<file path="config.mk">
export PLATFORM = sky130hd
export DESIGN_NAME = tsp_port
export DESIGN_NICKNAME = d
export VERILOG_FILES = /design/src/tsp_pkg.sv /design/src/tsp_port.sv /design/src/tsp_tap.sv
export SDC_FILE = /design/constraint.sdc
export NUM_CORES = 1
export LEC_CHECK = 0
export BUFFER_PORTS_ARGS = -buffer_cell sky130_fd_sc_hd__buf_2
export CAP_MARGIN = 10
export CORE_AREA = 2 2 115 228
export CTS_CLUSTER_DIAMETER = 30
export DETAILED_ROUTE_END_ITERATION = 8
export DIE_AREA = 0 0 117 230
export HOLD_SLACK_MARGIN = 0.02
export PLACE_DENSITY_LB_ADDON = 0.2
export REMOVE_ABC_BUFFERS = 1
export SKIP_LAST_GASP = 1
export SLEW_MARGIN = 10
export SYNTH_ARGS = -nofsm -noshare
export SYNTH_HDL_FRONTEND = slang
export SYNTH_HIERARCHICAL = 1
export SYNTH_SLANG_ARGS = --single-unit
</file>
<file path="constraint.sdc">
create_clock -name sys_clk -period 3.7 [get_ports sys_clk]
set_input_delay 0.74 -clock sys_clk [delete_from_list [all_inputs] [get_ports sys_clk]]
set_output_delay 0.74 -clock sys_clk [all_outputs]
set_load 0.02 [all_outputs]
</file>
<file path="src/tsp_pkg.sv">
// tsp_pkg: shared constants and types for the two-wire programming port
// assumes: included before every design file of the port
package tsp_pkg;

  // tap instruction and data widths
  localparam int TSP_IR_W        = 5;
  localparam int TSP_DR_W        = 32;
  localparam int TSP_CMD_W       = 8;

  // debug tap instruction codes
  localparam logic [4:0] TSP_IR_DBG_DATA    = 5'h09;
  localparam logic [4:0] TSP_IR_DBG_CONTROL = 5'h0A;
  localparam logic [4:0] TSP_IR_BYPASS      = 5'h1F;
  // vendor command tap instruction codes
  localparam logic [4:0] TSP_IR_CMD_INSTR   = 5'h07;
  localparam logic [4:0] TSP_IR_SW_DEBUG    = 5'h05;
  localparam logic [4:0] TSP_IR_SW_VENDOR   = 5'h04;
  // reset value of instruction register
  localparam logic [4:0] TSP_IR_RESET       = 5'h01;

  // debug memory segment window
  localparam logic [31:0] TSP_DSEG_BASE  = 32'hFF200000;
  localparam logic [31:0] TSP_DSEG_LAST  = 32'hFF2FFFFF;
  // boot flash partition
  localparam logic [31:0] TSP_BOOT_BASE  = 32'h1FC00000;
  localparam logic [31:0] TSP_BOOT_LAST  = 32'h1FC02FFF;
  // program flash partition, largest variant
  localparam logic [31:0] TSP_PROG_BASE  = 32'h1D000000;
  localparam logic [31:0] TSP_PROG_LAST  = 32'h1D07FFFF;
  // configuration words: last four words of the boot partition
  localparam logic [31:0] TSP_CFG_BASE   = 32'h1FC02FF0;
  // flash geometry in bytes
  localparam int TSP_PAGE_BYTES = 4096;
  localparam int TSP_ROW_BYTES  = 512;
  localparam logic [31:0] TSP_PAGE_MASK = 32'(TSP_PAGE_BYTES - 1);
  localparam logic [31:0] TSP_ROW_MASK  = 32'(TSP_ROW_BYTES - 1);

  // clock rates
  localparam int TSP_SYS_HZ = 20000000;
  localparam int TSP_CPU_HZ = 8000000;
  // cpu strobe: 8 MHz from 20 MHz by fractional accumulator (2 of 5)
  localparam logic [4:0] TSP_CPU_NUM = 5'(TSP_CPU_HZ / 1000000);
  localparam logic [4:0] TSP_CPU_DEN = 5'(TSP_SYS_HZ / 1000000);

  // phases of one tap bit on the data line
  localparam logic [1:0] TSP_PH_IN   = 2'h0;
  localparam logic [1:0] TSP_PH_MODE = 2'h1;
  localparam logic [1:0] TSP_PH_TURN = 2'h2;
  localparam logic [1:0] TSP_PH_OUT  = 2'h3;

  // flash operations
  typedef enum logic [1:0] {TSP_FL_NONE, TSP_FL_ERASE, TSP_FL_ROW,
                            TSP_FL_CHIP} tsp_flop_type;

  // command byte values for the vendor command tap
  localparam logic [7:0] TSP_CMD_CHIP_ERASE = 8'hFC;
  localparam logic [7:0] TSP_CMD_ASSERT_RST = 8'hD1;
  localparam logic [7:0] TSP_CMD_DEASSERT   = 8'hD0;

endpackage

</file>
<file path="src/tsp_port.sv">
// tsp_port: two-wire programming port, converter, debug and vendor taps,
// debug segment decode and a flash operation front end
// assumes: clock and data pins asynchronous to sys_clk, pin clock well
// below a quarter of sys_clk; cpu and flash array sit outside
`timescale 1ns/1ns
module tsp_port
  import tsp_pkg::*;
#(
  parameter int DR_W = TSP_DR_W
)(
  input  wire logic              sys_clk,
  input  wire logic              rstn,
  input  wire logic              serialProgClockA,
  input  wire logic              serialProgDataAIn,
  output logic                   serialProgDataAOut,
  output logic                   serialProgDataAOe,
  input  wire logic              serialProgClockB,
  input  wire logic              serialProgDataBIn,
  output logic                   serialProgDataBOut,
  output logic                   serialProgDataBOe,
  input  wire logic              useSecondPair,
  input  wire logic              outputPhaseEnable,
  input  wire logic              cpuInDebug,
  input  wire logic [31:0]       cpuAddr,
  output logic                   debugSegSel,
  output logic                   bootSel,
  output logic                   progSel,
  output logic                   cfgSel,
  output logic [31:0]            cpuInstr,
  output logic                   cpuInstrValid,
  output logic                   cpuStep,
  output logic [TSP_IR_W-1:0]    vendorInstr,
  output logic                   flashReq,
  output tsp_flop_type           flashOp,
  output logic [31:0]            flashAddr,
  output logic                   cpuResetHold
);

  // two-flop synchronisers for both pin pairs
  logic [3:0] s1_ff, s2_ff;
  logic       clkPrev_ff;
  always_ff @(posedge sys_clk or negedge rstn)
  begin
    if (!rstn)
    begin
      s1_ff <= '0;
      s2_ff <= '0;
    end
    else
    begin
      s1_ff <= {serialProgDataBIn, serialProgClockB,
                serialProgDataAIn, serialProgClockA};
      s2_ff <= s1_ff;
    end
  end

  // pick the active pair
  logic pinClk, pinData;
  assign pinClk  = useSecondPair ? s2_ff[2] : s2_ff[0];
  assign pinData = useSecondPair ? s2_ff[3] : s2_ff[1];

  logic clkFall;
  assign clkFall = clkPrev_ff & ~pinClk;

  // converter: phase counter, captured mode and data in
  logic [1:0] ph_ff, nxt_ph;
  logic       tdiHold_ff, nxt_tdiHold, tmsHold_ff, nxt_tmsHold;
  logic       pend_ff, nxt_pend, tckR_ff, nxt_tckR, tckF_ff, nxt_tckF;
  logic       drive_ff, nxt_drive, dOut_ff, nxt_dOut;
  logic       tdoBit, tdoAct;

  always_comb
  begin
    nxt_ph      = ph_ff;
    nxt_tdiHold = tdiHold_ff;
    nxt_tmsHold = tmsHold_ff;
    nxt_pend    = pend_ff;
    nxt_tckR    = 1'b0;
    nxt_tckF    = tckR_ff;         // test clock falls one cycle after rise
    nxt_drive   = drive_ff;
    nxt_dOut    = dOut_ff;
    if (clkFall)
    begin
      if (outputPhaseEnable)
      begin
        // four phases per bit
        case (ph_ff)
          TSP_PH_IN:   nxt_tdiHold = pinData;
          TSP_PH_MODE:
          begin
            nxt_tmsHold = pinData;
            nxt_tckR    = 1'b1;
          end
          TSP_PH_TURN:
          begin
            nxt_drive = tdoAct;
            nxt_dOut  = tdoBit;
          end
          TSP_PH_OUT:  nxt_drive = 1'b0;
          default:     nxt_drive = 1'b0;
        endcase
        nxt_ph = 2'(ph_ff + 2'h1);
      end
      else
      begin
        // two phases per bit, applied on next bit's first clock
        nxt_drive = 1'b0;
        if (ph_ff[0] == 1'b0)
        begin
          nxt_tmsHold = pinData;
          nxt_tckR    = pend_ff;
          nxt_pend    = 1'b0;
          nxt_ph      = 2'h1;
        end
        else
        begin
          nxt_tdiHold = pinData;
          nxt_pend    = 1'b1;
          nxt_ph      = 2'h0;
        end
      end
    end
  end

  // hold converter state; tms/tdi for the deferred bit are latched apart
  logic dTms_ff, nxt_dTms, dTdi_ff, nxt_dTdi;
  always_comb
  begin
    nxt_dTms = dTms_ff;
    nxt_dTdi = dTdi_ff;
    if (clkFall && !outputPhaseEnable && ph_ff[0])
    begin
      nxt_dTms = tmsHold_ff;
      nxt_dTdi = pinData;
    end
    else if (clkFall && outputPhaseEnable && ph_ff == TSP_PH_MODE)
    begin
      nxt_dTms = pinData;
      nxt_dTdi = tdiHold_ff;
    end
  end

  always_ff @(posedge sys_clk or negedge rstn)
  begin
    if (!rstn)
    begin
      clkPrev_ff <= 1'b0;
      ph_ff      <= TSP_PH_IN;
      tdiHold_ff <= 1'b0;
      tmsHold_ff <= 1'b1;
      pend_ff    <= 1'b0;
      tckR_ff    <= 1'b0;
      tckF_ff    <= 1'b0;
      drive_ff   <= 1'b0;
      dOut_ff    <= 1'b0;
      dTms_ff    <= 1'b1;
      dTdi_ff    <= 1'b0;
    end
    else
    begin
      clkPrev_ff <= pinClk;
      ph_ff      <= nxt_ph;
      tdiHold_ff <= nxt_tdiHold;
      tmsHold_ff <= nxt_tmsHold;
      pend_ff    <= nxt_pend;
      tckR_ff    <= nxt_tckR;
      tckF_ff    <= nxt_tckF;
      drive_ff   <= nxt_drive;
      dOut_ff    <= nxt_dOut;
      dTms_ff    <= nxt_dTms;
      dTdi_ff    <= nxt_dTdi;
    end
  end

  // data pin drivers, one wire carries tdi and tms, and carries tdo in four-phase mode only
  assign serialProgDataAOut = dOut_ff;
  assign serialProgDataBOut = dOut_ff;
  assign serialProgDataAOe  = drive_ff & ~useSecondPair;
  assign serialProgDataBOe  = drive_ff & useSecondPair;

  // tap: vendor tap first, switch instruction hands over to debug tap
  logic [TSP_IR_W-1:0] irValue;
  logic [DR_W-1:0]     drValue;
  logic                drUpdate;
  tsp_tap #(.DR_W(DR_W)) u_tap (
    .sys_clk   (sys_clk),
    .rstn      (rstn),
    .tckRise   (tckR_ff),
    .tckFall   (tckF_ff),
    .tms       (dTms_ff),
    .tdi       (dTdi_ff),
    .tdo       (tdoBit),
    .tdoActive (tdoAct),
    .irValue   (irValue),
    .drValue   (drValue),
    .drUpdate  (drUpdate)
  );

  // tap selection, command dispatch, instruction feed, flash front end
  logic         dbgSel_ff, nxt_dbgSel, rstHold_ff, nxt_rstHold;
  logic [31:0]  ins_ff, nxt_ins, fAddr_ff, nxt_fAddr;
  logic         insV_ff, nxt_insV, fReq_ff, nxt_fReq;
  tsp_flop_type fOp_ff, nxt_fOp;
  logic [4:0]   acc_ff, nxt_acc;
  logic         step_ff, nxt_step;
  logic [4:0]   accSum;
  assign accSum = 5'(acc_ff + TSP_CPU_NUM);

  always_comb
  begin
    nxt_dbgSel  = dbgSel_ff;
    nxt_rstHold = rstHold_ff;
    nxt_ins     = ins_ff;
    nxt_insV    = insV_ff;
    nxt_fReq    = 1'b0;
    nxt_fOp     = fOp_ff;
    nxt_fAddr   = fAddr_ff;
    // 8 MHz strobe for the cpu
    nxt_step = accSum >= TSP_CPU_DEN;
    nxt_acc  = nxt_step ? 5'(accSum - TSP_CPU_DEN) : accSum;
    if (step_ff && insV_ff)
      nxt_insV = 1'b0;             // cpu took the word on its strobe
    if (irValue == TSP_IR_SW_DEBUG)
      nxt_dbgSel = 1'b1;
    else if (irValue == TSP_IR_SW_VENDOR)
      nxt_dbgSel = 1'b0;
    if (drUpdate)
    begin
      if (!dbgSel_ff && irValue == TSP_IR_CMD_INSTR)
      begin
        // every update while selected is a new command
        case (drValue[TSP_CMD_W-1:0])
          TSP_CMD_CHIP_ERASE:
          begin
            nxt_fReq  = 1'b1;
            nxt_fOp   = TSP_FL_CHIP;
            nxt_fAddr = TSP_PROG_BASE;
          end
          TSP_CMD_ASSERT_RST: nxt_rstHold = 1'b1;
          TSP_CMD_DEASSERT:   nxt_rstHold = 1'b0;
          default:            nxt_rstHold = rstHold_ff;
        endcase
      end
      else if (dbgSel_ff && irValue == TSP_IR_DBG_DATA)
      begin
        nxt_ins  = drValue[31:0];
        nxt_insV = 1'b1;
      end
      else if (dbgSel_ff && irValue == TSP_IR_DBG_CONTROL)
      begin
        // page erase or row program at a partition address
        nxt_fReq  = (drValue[31:0] >= TSP_PROG_BASE &&
                     drValue[31:0] <= TSP_PROG_LAST) ||
                    (drValue[31:0] >= TSP_BOOT_BASE &&
                     drValue[31:0] <= TSP_BOOT_LAST);
        nxt_fOp   = drValue[0] ? TSP_FL_ROW : TSP_FL_ERASE;
        nxt_fAddr = drValue[0] ? (drValue[31:0] & ~TSP_ROW_MASK)
                               : (drValue[31:0] & ~TSP_PAGE_MASK);
      end
    end
  end

  always_ff @(posedge sys_clk or negedge rstn)
  begin
    if (!rstn)
    begin
      dbgSel_ff  <= 1'b0;
      rstHold_ff <= 1'b0;
      ins_ff     <= '0;
      insV_ff    <= 1'b0;
      fReq_ff    <= 1'b0;
      fOp_ff     <= TSP_FL_NONE;
      fAddr_ff   <= '0;
      acc_ff     <= '0;
      step_ff    <= 1'b0;
    end
    else
    begin
      dbgSel_ff  <= nxt_dbgSel;
      rstHold_ff <= nxt_rstHold;
      ins_ff     <= nxt_ins;
      insV_ff    <= nxt_insV;
      fReq_ff    <= nxt_fReq;
      fOp_ff     <= nxt_fOp;
      fAddr_ff   <= nxt_fAddr;
      acc_ff     <= nxt_acc;
      step_ff    <= nxt_step;
    end
  end

  // address decode toward the cpu bus
  assign debugSegSel = cpuInDebug && cpuAddr >= TSP_DSEG_BASE &&
                       cpuAddr <= TSP_DSEG_LAST;
  assign bootSel = cpuAddr >= TSP_BOOT_BASE &&
                   cpuAddr <= TSP_BOOT_LAST;
  assign progSel = cpuAddr >= TSP_PROG_BASE &&
                   cpuAddr <= TSP_PROG_LAST;
  assign cfgSel  = cpuAddr >= TSP_CFG_BASE &&
                   cpuAddr <= TSP_BOOT_LAST;

  assign cpuInstr      = ins_ff;
  assign cpuInstrValid = insV_ff;
  assign cpuStep       = step_ff;
  assign vendorInstr   = dbgSel_ff ? TSP_IR_BYPASS : irValue;
  assign flashReq      = fReq_ff;
  assign flashOp       = fOp_ff;
  assign flashAddr     = fAddr_ff;
  assign cpuResetHold  = rstHold_ff;

endmodule

</file>
<file path="src/tsp_tap.sv">
// tsp_tap: tap state machine with instruction and data shift registers
// assumes: one-cycle tckRise/tckFall strobes derived in sys_clk domain
`timescale 1ns/1ns
module tsp_tap
  import tsp_pkg::*;
#(
  parameter int DR_W = TSP_DR_W
)(
  input  wire logic              sys_clk,
  input  wire logic              rstn,
  input  wire logic              tckRise,
  input  wire logic              tckFall,
  input  wire logic              tms,
  input  wire logic              tdi,
  output logic                   tdo,
  output logic                   tdoActive,
  output logic [TSP_IR_W-1:0]    irValue,
  output logic [DR_W-1:0]        drValue,
  output logic                   drUpdate
);

  typedef enum logic [3:0] {TR, RTI, SELDR, CAPDR, SHDR, EX1DR, PSDR,
                            EX2DR, UPDR, SELIR, CAPIR, SHIR, EX1IR, PSIR,
                            EX2IR, UPIR} tsp_tst_type;

  tsp_tst_type              st_ff, nxt_st;
  logic [TSP_IR_W-1:0]      irSh_ff, nxt_irSh, ir_ff, nxt_ir;
  logic [DR_W-1:0]          drSh_ff, nxt_drSh, dr_ff, nxt_dr;
  logic                     tdo_ff, nxt_tdo, act_ff, nxt_act, upd_ff, nxt_upd;

  // next state, mode select picks instruction or data path
  always_comb
  begin
    nxt_st   = st_ff;
    nxt_irSh = irSh_ff;
    nxt_ir   = ir_ff;
    nxt_drSh = drSh_ff;
    nxt_dr   = dr_ff;
    nxt_tdo  = tdo_ff;
    nxt_act  = act_ff;
    nxt_upd  = 1'b0;
    if (tckRise)
    begin
      case (st_ff)
        TR:    nxt_st = tms ? TR : RTI;
        RTI:   nxt_st = tms ? SELDR : RTI;
        SELDR: nxt_st = tms ? SELIR : CAPDR;
        CAPDR: nxt_st = tms ? EX1DR : SHDR;
        SHDR:  nxt_st = tms ? EX1DR : SHDR;
        EX1DR: nxt_st = tms ? UPDR : PSDR;
        PSDR:  nxt_st = tms ? EX2DR : PSDR;
        EX2DR: nxt_st = tms ? UPDR : SHDR;
        UPDR:  nxt_st = tms ? SELDR : RTI;
        SELIR: nxt_st = tms ? TR : CAPIR;
        CAPIR: nxt_st = tms ? EX1IR : SHIR;
        SHIR:  nxt_st = tms ? EX1IR : SHIR;
        EX1IR: nxt_st = tms ? UPIR : PSIR;
        PSIR:  nxt_st = tms ? EX2IR : PSIR;
        EX2IR: nxt_st = tms ? UPIR : SHIR;
        UPIR:  nxt_st = tms ? SELDR : RTI;
        default: nxt_st = TR;
      endcase
      // shift and capture on the sampled data bit, lsb first
      case (st_ff)
        CAPDR: nxt_drSh = dr_ff;
        SHDR:  nxt_drSh = {tdi, drSh_ff[DR_W-1:1]};
        CAPIR: nxt_irSh = TSP_IR_RESET;
        SHIR:  nxt_irSh = {tdi, irSh_ff[TSP_IR_W-1:1]};
        default: nxt_irSh = irSh_ff;
      endcase
      if (st_ff == TR)
        nxt_ir = TSP_IR_RESET;
    end
    if (tckFall)
    begin
      // output changes on the falling clock
      nxt_act = (st_ff == SHDR) || (st_ff == SHIR);
      nxt_tdo = (st_ff == SHIR) ? irSh_ff[0] : drSh_ff[0];
      if (st_ff == UPIR)
        nxt_ir = irSh_ff;
      if (st_ff == UPDR)
      begin
        nxt_dr  = drSh_ff;
        nxt_upd = 1'b1;
      end
    end
  end

  // register tap state
  always_ff @(posedge sys_clk or negedge rstn)
  begin
    if (!rstn)
    begin
      st_ff   <= TR;
      irSh_ff <= '0;
      ir_ff   <= TSP_IR_RESET;
      drSh_ff <= '0;
      dr_ff   <= '0;
      tdo_ff  <= 1'b0;
      act_ff  <= 1'b0;
      upd_ff  <= 1'b0;
    end
    else
    begin
      st_ff   <= nxt_st;
      irSh_ff <= nxt_irSh;
      ir_ff   <= nxt_ir;
      drSh_ff <= nxt_drSh;
      dr_ff   <= nxt_dr;
      tdo_ff  <= nxt_tdo;
      act_ff  <= nxt_act;
      upd_ff  <= nxt_upd;
    end
  end

  assign tdo       = tdo_ff;
  assign tdoActive = act_ff;
  assign irValue   = ir_ff;
  assign drValue   = dr_ff;
  assign drUpdate  = upd_ff;

endmodule
</file>
Yosys cells after proc, flatten, opt, wreduce, memory -nomap -nowiden. Index checks and enable logic that the tools add are counted.

Bits in registers: 177. Bits in latches: 0. Memory bits (writable): 0. Memory bits (read-only): 0. Input bits: 41. Output and inout port bits: 83. Word-level logic and storage cells: 193. Memories: 0.

Add/subtract/negate cells: 3. Multipliers: 0. Div/mod/pow operators: 0. Magnitude comparators: 12. Equal/unequal tests: 32. Shifts and indexed selects: 0. Multiplexer cells: 67. Bitwise gates (word level): 7. Reduce and logical (&&, ||, !) cells: 42.

Operators by type and width (count): $ge A32 B29 Y1 const B (5); $le A32 B29 Y1 const B (4); $mux W32 (4); $pmux W32 S2 (1); $pmux W4 S12 (1); $mux W1 (36); $eq A4 B4 Y1 const B (8); $ge A32 B32 Y1 const B (1); $le A32 B32 Y1 const B (1); $mux W5 (6); $eq A8 B8 Y1 const B (3); $mux W2 (9); $eq A4 B3 Y1 const B (4); $mux W4 (4); $eq A5 B3 Y1 const B (3); $logic_and A1 B1 Y1 (15); $reduce_and A3 Y1 (5); $reduce_bool A2 Y1 (7); $mux W12 (1); $eq A5 B4 Y1 const B (2); $pmux W5 S2 (1); $reduce_and A2 Y1 (5); $eq A4 B2 Y1 const B (2); $mux W3 (2); 20 further kinds (33).

Logic depth before layout (Yosys ltp). Gate-level depths: netlist (run 1).

Word-level depth: 7. Mapped depth: 7. Depth with buffers taken out: 6.

Cells and area by module. Netlist (run 1), hierarchy kept.

Modules (own cells, without submodules): tsp_port (instances 1, cells an instance 290, area an instance 3762.4 µm²); tsp_tap (instances 1, cells an instance 305, area an instance 3691.0 µm²).

Worst setup path before layout (run 1). Ideal clock, no wire load.

Path kind: input to output. Start: input cpuAddr[20]. End: output cfgSel. Arrival: 2.200 ns. Path slack: 0.760 ns. Cell stages on the path: 4. Path buffers: 0. Cell sequence: and4b_1 > nand3_1 > nor4_1 > and2_1.

Cells in the longest elaborated chain, start to end: 2.

Ends and longest elaborated chain: start: declaration (line tsp_port.sv:24) `input wire logic [31:0] cpuAddr,`; $ge A32 B29 Y1 or $le A32 B29 Y1 (tied branches) (line tsp_port.sv:298, tsp_port.sv:299); $logic_and A1 B1 Y1 * (line tsp_port.sv:298) `assign cfgSel = cpuAddr >= TSP_CFG_BASE &&`; end: declaration (line tsp_port.sv:28) `output logic cfgSel,`.

Mark *: on every way between the ends. The rest lies on a longest branch, timed or not.

Worst setup path after layout (run 1). Ends and elaborated chain as after synthesis.

==> results.json, run 1 <==
{
  "p_comb_share_pct": 12.8,
  "seq_area_frac_synth_pct": 55.8,
  "wl_um": 17400,
  "rsz0062_at_grt": "false",
  "totalPowerFinal_uw": 4400,
  "synth-seq-cells": 166,
  "overflow": 0,
  "worstSkewPairLatency_ns": 0.43,
  "cts_resized": 0,
  "place_hpwl_um": 12000,
  "ys_types": 60,
  "grt_use_total_pct": 13.7,
  "critical-path-max-stage-delay_ns": 0.46,
  "rows": 82,
  "clock_sinks": 166,
  "routed-wl-met2_um": 9580,
  "finClkSkew_ns": 0.00958,
  "p_int_uw": 3200,
  "critPathLaunchType": "input port",
  "syn2layout_area_growth_pct": 18.4,
  "worstPathRequired_ns": 2.96,
  "cts-htree-levels": 4,
  "cts_inserted_buffers": 17,
  "cts.hold.buffers_added": 0,
  "clockBufferDepth": 2,
  "p_seq_share_pct": 47.0,
  "fin_crit_ns": 2.79,
  "syn_area_mm2": 0.00745,
  "cp.arrival_ns": 2.05,
  "antenna_found_initial": 0,
  "syn_inst": 595,
  "core_area_mm2": 0.0251,
  "wl_per_cell_um": 16.6,
  "crit_type": "in -> out",
  "clock_power_share_pct": 40.2,
  "setup_viol": 0,
  "critical_path.top_delay_family": "simple AND/OR/NAND/NOR gates",
  "grt_pass1_wl_um": 28200,
  "pin_count": 124,
  "die_h_um": 230,
  "drt_first_iter_violations": 247,
  "async_flop_share_pct": 100,
  "nFillCells": 2491,
  "clk_pin_slew_ns": 0.06,
  "numPortBuffers": 110,
  "vias_per_cell": 4.71,
  "p_per_area_mw_per_mm2": 499,
  "p_leak_uw": 0.00431,
  "antenna_left": 0,
  "die_area_mm2": 0.0269,
  "slew_violations": 0,
  "route.detailed.drc": 0,
  "postLayoutCoreUtil_pct": 35.1,
  "irDropWorstVdd_mv": 0.222,
  "worst_hold_path_type": "in -> async",
  "setup_tns_ns": 0,
  "max_slew_margin_pct": 23.4,
  "switching_share_pct": 27.3,
  "worstSetupEndpointType": "output port",
  "die_w_um": 117,
  "synth_edf_count": 0,
  "worst-path-buf-inv": 2,
  "cts_tree": "done",
  "p_switching_uw": 1200,
  "vias": 4935,
  "drive_gt1_share_pct": 36.9,
  "fin_nets": 748,
  "place_congestion": 0.731,
  "root_buffer": "clkbuf_16",
  "dr.pass1.iters": 6,
  "top_layer_used": "met4",
  "max_freq_mhz": 359,
  "hold_viol_final": 0,
  "cp_max_fo": 2,
  "fin_crit_sh_pct": 75.3,
  "syn_avg_cell_area_um2": 12.5,
  "synth_flop_cell": "dfrtp_1",
  "diodes": 0,
  "drt-met1-wl_um": 6770,
  "drv_cap": 0,
  "path_cells": "buf_2 > and4b_1 > nand3_1 > nor4_1 > and2_1 > buf_2",
  "worst_path_max_delay_cell": "nor4_1",
  "cts_setup_buffers": 0,
  "wl_met3_um": 757,
  "yosys_warnings": 6,
  "grt_max_degree": 87,
  "worstMarginPinSlew_ns": 1.15,
  "grt_pass1_vias": 5222,
  "crit_path_frequent_cell": "buf_2",
  "outcome": "finished, final reports clean",
  "start_util_pct": 29.7
}
## cells in the mapped netlist (all sizes together), types with 6 or more instances
master / number / area share, %
nand3: 7 / 0.47
o21ai: 51 / 5.0
buf: 30 / 3.5
or2: 7 / 0.62
ha: 8 / 1.3
mux2i: 37 / 5.0
clkbuf: 10 / 0.50
dfrtp: 163 / 55
nor3: 6 / 0.40
a22o: 21 / 2.5
mux2: 69 / 12
nand4b: 6 / 0.71
nor2: 17 / 0.86
inv: 23 / 1.2
a21oi: 11 / 0.79
nand2: 62 / 3.1
## layout by cell type, fill, tap and decap left out, types with 4 or more instances in the layout
cell       synthesis  final
dfrtp_1          163    163
or2_2              5      5
buf_2             11    109
a21oi_1           10     10
and2_1             4      4
o21ai_2           31     30
nor2_1            17     17
mux2_4            23     23
mux2_2            46     46
mux2i_1           37     37
nor2b_1            5      5
clkbuf_16          0     17
inv_1             23     23
o21ai_0           20     20
clkinv_2           0      5
ha_1               8      8
a2bb2oi_1          5      5
nand2_1           62     62
a22o_1            21     21
buf_4             10      6
nand4b_1           6      6
nand4_1            5      5
conb_1             1      9
nand3_1            7      7
nor3_1             6      6
## kinds of logic after synthesis
kind of cell               synth area share (%)
AOI/OAI and AO/OA                          10.8
muxes                                      16.6
adders and majority gates                  1.34
other                                    0.0503
buffers and inverters                      5.12
xor gates and xnor gates                  0.235
DFF                                        55.8
and+or+nand+nor                            10.1
## final timing paths
check                                    to  cells past startpoint  slack [ns]        startpoint
worst max-delay path                 cfgSel                      6        0.91       cpuAddr[20]
worst min-delay path                cpuStep                      1        0.33              rstn
worst max register to register  cpuInstr[5]                      3        1.26  u_tap/irValue[2]
worst min register to register     s2_ff[1]                      0        0.35          s1_ff[1]
max in group asynchronous       cpuInstr[0]                      2        2.45              rstn
min in group sys_clk               s2_ff[1]                      0        0.35          s1_ff[1]
## registers in the layout, summed over array words and instances, names as in the netlist, 2 cells and up
register and count:
u_tap/irValue 5, ph_ff 2, acc_ff 3, flashAddr 23
s1_ff 4, u_tap/st_ff 4, u_tap/irSh_ff 5, u_tap/drValue 32
flashOp 2, cpuInstr 32, u_tap/drSh_ff 32, s2_ff 4
## layer usage
layer | up-vias | GRT usage (%)
met5 | - | 0
li1 | 2302 | -
met1 | 2475 | 14.9
met2 | 128 | 24.9
met4 | 0 | 4.93
met3 | 30 | 3.61
## cell type report
class | count | area, um2 | area share (%)
flip-flops and latches | 166 | 4160 | 47.1
clock buffers | 23 | 478 | 5.42
repair buffers | 117 | 622 | 7.05
inverters | 23 | 86.3 | 0.978
well taps | 336 | 420 | 4.76
clock inverters | 9 | 101 | 1.15
multi-input cells | 374 | 2960 | 33.5
## power groups by stage
stage | clock network [uW] | registers (uW) | logic [uW]
4_1_cts | 1820 | 2070 | 571
5_1_grt | 1890 | 2080 | 632
6_report | 1770 | 2070 | 566
3_3_place_gp | 0 | 2090 | 549
3_5_place_dp | 0 | 2100 | 569
2_1_floorplan | 0 | 2050 | 399
## per-stage QoR
| stage | hold WS, ns | area [um2] | std cells | setup slack, ns |
|---|---|---|---|---|
| 3_5_place_dp | 0.336 | 8250 | 1016 | 0.940 |
| 4_1_cts | 0.350 | 8820 | 1048 | 0.924 |
| 5_1_grt | 0.356 | 8820 | 1048 | 0.858 |
| 6_report | 0.333 | 8820 | 1048 | 0.914 |
| 3_3_place_gp | 0.337 | 8250 | 1016 | 1.03 |
| 2_1_floorplan | 0.331 | 7190 | 563 | 0.504 |
(Power assumes the default switching activity.)
==> run 2, diff against run 1 <==
==> constraint.sdc (replaced) <==
create_clock -name sys_clk -period 2.5 [get_ports sys_clk]
set_input_delay 0.5 -clock sys_clk [delete_from_list [all_inputs] [get_ports sys_clk]]
set_output_delay 0.5 -clock sys_clk [all_outputs]
set_load 0.02 [all_outputs]
==> run 2 against run 1 <==
Count of clock-buffer cells in the layout decreased by 2; clock skew decreased by 0.00058 ns; largest power group unchanged; die area unchanged; critical path depth unchanged; worst setup slack got worse by 0.63 ns; global-route usage decreased by 0.052 points; utilization increased by 0.54 points; non-clock buffer count increased by 6; critical path type unchanged.
==> results.json, run 2 (synthesized netlist as in run 1, its figures left out) <==
{
  "outcome": "finished, final reports clean",
  "path_cells": "buf_2 > and4b_1 > nand3_1 > nor4_1 > and2_1 > buf_2",
  "wl_per_cell_um": 16.6,
  "fin_nets": 754,
  "clk_pin_slew_ns": 0.06,
  "p_seq_share_pct": 45.8,
  "worstSetupEndpointType": "output port",
  "max_freq_mhz": 451,
  "cts_inserted_buffers": 17,
  "gr-usage-met1_pct": 14.2,
  "drv_cap": 0,
  "cts.hold.buffers_added": 0,
  "rsz0062_at_grt": "false",
  "drive_gt1_share_pct": 37.7,
  "cp.arrival_ns": 1.72,
  "place_hpwl_um": 12100,
  "setup_viol": 0,
  "grt_pass1_vias": 5423,
  "cp_max_fo": 2,
  "fin_crit_sh_pct": 88.7,
  "root_buffer": "clkbuf_16",
  "worstSkewPairLatency_ns": 0.43,
  "critPathLaunchType": "input port",
  "rows": 82,
  "final_cell_mix": "dfrtp_1, buf_2, nand2_1, mux2_2, mux2i_1",
  "overflow": 0,
  "worst_hold_path_type": "in -> async",
  "vias_per_cell": 4.71,
  "p_comb_share_pct": 12.9,
  "crit_path_frequent_cell": "buf_2",
  "die_h_um": 230,
  "totalPowerFinal_uw": 6680,
  "clockBufferDepth": 2,
  "multi_input_area_mm2": 0.00296,
  "grt_use_total_pct": 13.6,
  "antenna_found_initial": 0,
  "p_int_uw": 4860,
  "vias": 4965,
  "grt_busiest_layer": "met2",
  "finClkSkew_ns": 0.00900,
  "worstPathRequired_ns": 2.00,
  "p_leak_uw": 0.00437,
  "clock_sinks": 166,
  "crit_type": "in -> out",
  "design_area_mm2": 0.00896,
  "cts-htree-levels": 4,
  "critical-path-max-stage-delay_ns": 0.40,
  "grt_pass1_wl_um": 28300,
  "setup_tns_ns": 0,
  "syn2layout_area_growth_pct": 20.2,
  "fin_crit_ns": 2.22,
  "p_switching_uw": 1820,
  "core_area_mm2": 0.0251,
  "switching_share_pct": 27.2,
  "dr.pass1.iters": 5,
  "grt.met3_usage_pct": 3.16,
  "start_util_pct": 29.7,
  "place_area_mm2": 0.00834,
  "cts_resized": 0,
  "hold_viol_final": 0,
  "cts_tree": "done",
  "slew_violations": 0,
  "grt_max_degree": 65,
  "irDropWorstVdd_mv": 0.397,
  "pin_count": 124,
  "numPortBuffers": 110,
  "diodes": 0,
  "seq_area_mm2": 0.00416,
  "die_w_um": 117,
  "holdWs_ns": 0.0653,
  "antenna_left": 0,
  "die_area_mm2": 0.0269,
  "wl_um": 17500,
  "clock_power_share_pct": 41.3,
  "cts_setup_buffers": 0,
  "nFillCells": 2489,
  "worst_path_max_delay_cell": "nor4_1",
  "place_congestion": 0.776,
  "p_per_area_mw_per_mm2": 745,
  "met2_usage_pct": 25.5,
  "route.detailed.drc": 0,
  "drt_first_iter_violations": 172,
  "worstMarginPinSlew_ns": 0.654,
  "mostFrequentLayoutCell": "dfrtp_1",
  "max_slew_margin_pct": 56.4
}
-- run 2: cell count changes in the layout (fill, tap and decap cells not counted), sizes merged --
cell      previous run  this run
clkbuf              23        21
inv                 23        24
buf                117       123
clkinvlp             1         3
clkinv               6         4
bufinv               2         3
-- run 2: through the flow --
stage | setup WS, ns | utilization, % | instances
global route | 0.220 | 35.6 | 1054
detailed placement | 0.282 | 33.2 | 1022
CTS | 0.283 | 35.6 | 1054
global placement | 0.313 | 33.2 | 1022
floorplan | -0.696 | - | 563
finish | 0.283 | 35.6 | 1054
-- run 2: power by group through the flow --
stage	logic [uW]	clock network, uW	registers, uW
3_3_place_gp	835	0	3090
3_5_place_dp	873	0	3110
4_1_cts	874	2830	3060
6_report	860	2760	3060
2_1_floorplan	591	0	3040
5_1_grt	953	2930	3090
-- run 2: path summary, 6_finish.rpt --
kind | startpoint | end | slack, ns | depth (start not counted)
max | cpuAddr[20] | cfgSel | 0.28 | 6
max reg2reg | u_tap/irValue[2] | cpuInstr[19] | 0.40 | 4
min reg2reg | s1_ff[3] | s2_ff[3] | 0.35 | 0
min | rstn | u_tap/drValue[29] | 0.07 | 1
min in group sys_clk | serialProgClockA | s1_ff[0] | 0.18 | 1
max in group asynchronous | rstn | tmsHold_ff | 1.68 | 2
-- run 2: worst max-delay path: cells and delay by family --
family	cells	cell delay [ns]
buffers and inverters	2	0.26
and+or+nand+nor	4	0.96
-- run 2: metal layers --
metal | up-vias | wire [um]
met3 | 22 | 676
met1 | 2503 | 6670
li1 | 2322 | -
met4 | 0 | 425
met2 | 118 | 9680
met5 | - | 0
-- run 2: cell type report --
cell class,count,area share [%]
multi-input combinational,374,33.0
sequential,166,46.4
clock inverter,11,1.66
tap,336,4.69
timing repair buffer,123,8.00
clock buffer,21,5.25
inverter,23,0.964
==> run 3, diff against run 2 <==
--- a/config.mk
+++ b/config.mk
@@ -12,7 +12,7 @@
 export DETAILED_ROUTE_END_ITERATION = 8
 export DIE_AREA = 0 0 117 230
 export HOLD_SLACK_MARGIN = 0.02
-export PLACE_DENSITY_LB_ADDON = 0.2
+export PLACE_DENSITY = 0.46
 export REMOVE_ABC_BUFFERS = 1
 export SKIP_LAST_GASP = 1
 export SLEW_MARGIN = 10
==> run 3 against run 2 <==
Die area is the same; total power fell by 1.9%; via count shrank 1.1%; design area is essentially flat; global-route usage up 0.60 points; critical path depth unchanged; final cell count grew 0.19%; count of clock-buffer cells in the layout fell by 2.
==> results.json, run 3 (synthesized netlist as in run 1, its figures left out) <==
{
  "met2_usage_pct": 26.6,
  "die_h_um": 230,
  "crit_type": "in -> out",
  "vias": 4911,
  "cp_max_fo": 2,
  "setup_viol": 0,
  "grt_use_total_pct": 14.2,
  "route.detailed.drc": 0,
  "mostFrequentLayoutCell": "dfrtp_1",
  "grt_max_degree": 59,
  "vias_per_cell": 4.65,
  "post-place-ws_ns": 0.286,
  "outcome": "finished, final reports clean",
  "grt_pass1_vias": 5323,
  "overflow": 0,
  "place_area_mm2": 0.00837,
  "cp.arrival_ns": 1.73,
  "critical_path.top_delay_family": "simple AND/OR/NAND/NOR gates",
  "worst_path_max_delay_cell": "nor4_1",
  "setup_tns_ns": 0,
  "rr_startpoint": "u_tap/irValue[0]",
  "root_buffer": "clkbuf_16",
  "cts_resized": 0,
  "grt_busiest_layer": "met2",
  "antenna_left": 0,
  "r2r_slack_ns": 0.48,
  "worstMarginPinSlew_ns": 0.587,
  "cts_inserted_buffers": 17,
  "irDropWorstVdd_mv": 0.407,
  "rr_endpoint": "flashAddr[9]",
  "die_area_mm2": 0.0269,
  "cts_tree": "done",
  "max_freq_mhz": 447,
  "cts_setup_buffers": 0,
  "cts.hold.buffers_added": 0,
  "p_per_area_mw_per_mm2": 731,
  "max_slew_margin_pct": 60.8,
  "r2r.worst_path.cells": 5,
  "dr.pass1.iters": 5,
  "syn2layout_area_growth_pct": 20.2,
  "worstPathRequired_ns": 2.00,
  "critical-path-max-stage-delay_ns": 0.41,
  "numPortBuffers": 110,
  "core_area_mm2": 0.0251,
  "pin_count": 124,
  "clk_pin_slew_ns": 0.06,
  "place_congestion": 0.734,
  "critPathLaunchType": "input port",
  "wl_per_cell_um": 17.1,
  "drt_first_iter_violations": 229,
  "slew_violations": 0,
  "fin_ws_ns": 0.265,
  "drv_cap": 0,
  "gr-usage-met1_pct": 15.6,
  "diodes": 0,
  "clock_sinks": 166,
  "antenna_found_initial": 0,
  "worstSetupEndpointType": "output port",
  "die_w_um": 117,
  "wl_um": 18000,
  "grt.met3_usage_pct": 3.08,
  "worst-path-buf-inv": 2,
  "hold_viol_final": 0,
  "design_area_mm2": 0.00896,
  "final_cell_mix": "dfrtp_1, buf_2, nand2_1, mux2_2, mux2i_1",
  "place_hpwl_um": 12700,
  "fin_crit_ns": 2.23,
  "rsz0062_at_grt": "false",
  "crit_path_frequent_cell": "buf_2",
  "cts-htree-levels": 4,
  "p_leak_uw": 0.00436,
  "finClkSkew_ns": 0.00914,
  "worst_hold_path_type": "in -> async",
  "grt_pass1_wl_um": 29400,
  "drive_gt1_share_pct": 37.9,
  "path_cells": "buf_2 > and4b_1 > nand3_1 > nor4_1 > and2_1 > buf_2",
  "rows": 82,
  "clockBufferDepth": 2,
  "fin_crit_sh_pct": 89.4,
  "fin_nets": 756,
  "worstSkewPairLatency_ns": 0.43,
  "start_util_pct": 29.7
}
[run 3: cell types whose count changed in the layout (fill, tap and decap cells not counted), sizes merged]
cell | before | now
bufinv | 3 | 2
clkbuf | 21 | 19
clkinv | 4 | 2
clkinvlp | 3 | 5
buf | 123 | 125
inv | 24 | 27
[run 3: layout make-up]
class / count / area (um2)
clock buffer: 19 / 443
clock inverter: 13 / 146
fill: 2489 / 16200
multi-input combinational: 374 / 2960
tap: 336 / 420
inverter: 23 / 86.3
sequential: 166 / 4160
timing repair buffer: 125 / 744
[run 3: worst max-delay path by stage]
stage               slack (ns)  cells after the start            from                to
floorplan                -0.70                      4  u_tap/st_ff[0]  u_tap/drSh_ff[0]
global placement          0.37                      6     cpuAddr[20]            cfgSel
detailed placement        0.29                      6     cpuAddr[20]            cfgSel
CTS                       0.29                      6     cpuAddr[20]            cfgSel
global route              0.22                      6     cpuAddr[20]            cfgSel
finish                    0.27                      6     cpuAddr[20]            cfgSel
[run 3: power breakdown]
part	total [uW]	leakage (uW)	internal (uW)	switching (uW)
Combinational	859	0.00183	375	484
Clock	2630	0.000273	1510	1120
Sequential	3060	0.00226	2830	225
Total	6550	0.00436	4720	1830
[run 3: metal layers]
layer  wire length (um)  share of wire, %
met5                  0                 0
met4                301               1.7
met3                537               3.0
met2              10400                58
met1               6810                38
[run 3: worst reg2reg max path: cells and delay by family (launching register included)]
family / cells / cell delay, ns
simple gates: 2 / 0.68
compound gates: 1 / 0.14
flops: 1 / 0.60
buf+inv: 1 / 0.19
mux: 1 / 0.30
[run 3: metrics by stage]
step | cells | hold slack, ns | util (%) | total power, uW
3_3_place_gp | 1024 | 0.335 | 33.3 | 3930
5_1_grt | 1056 | 0.0873 | 35.6 | 6900
6_report | 1056 | 0.0639 | 35.6 | 6550
2_1_floorplan | 563 | 0.204 | - | 3630
4_1_cts | 1056 | 0.0672 | 35.6 | 6660
3_5_place_dp | 1024 | 0.340 | 33.3 | 3980
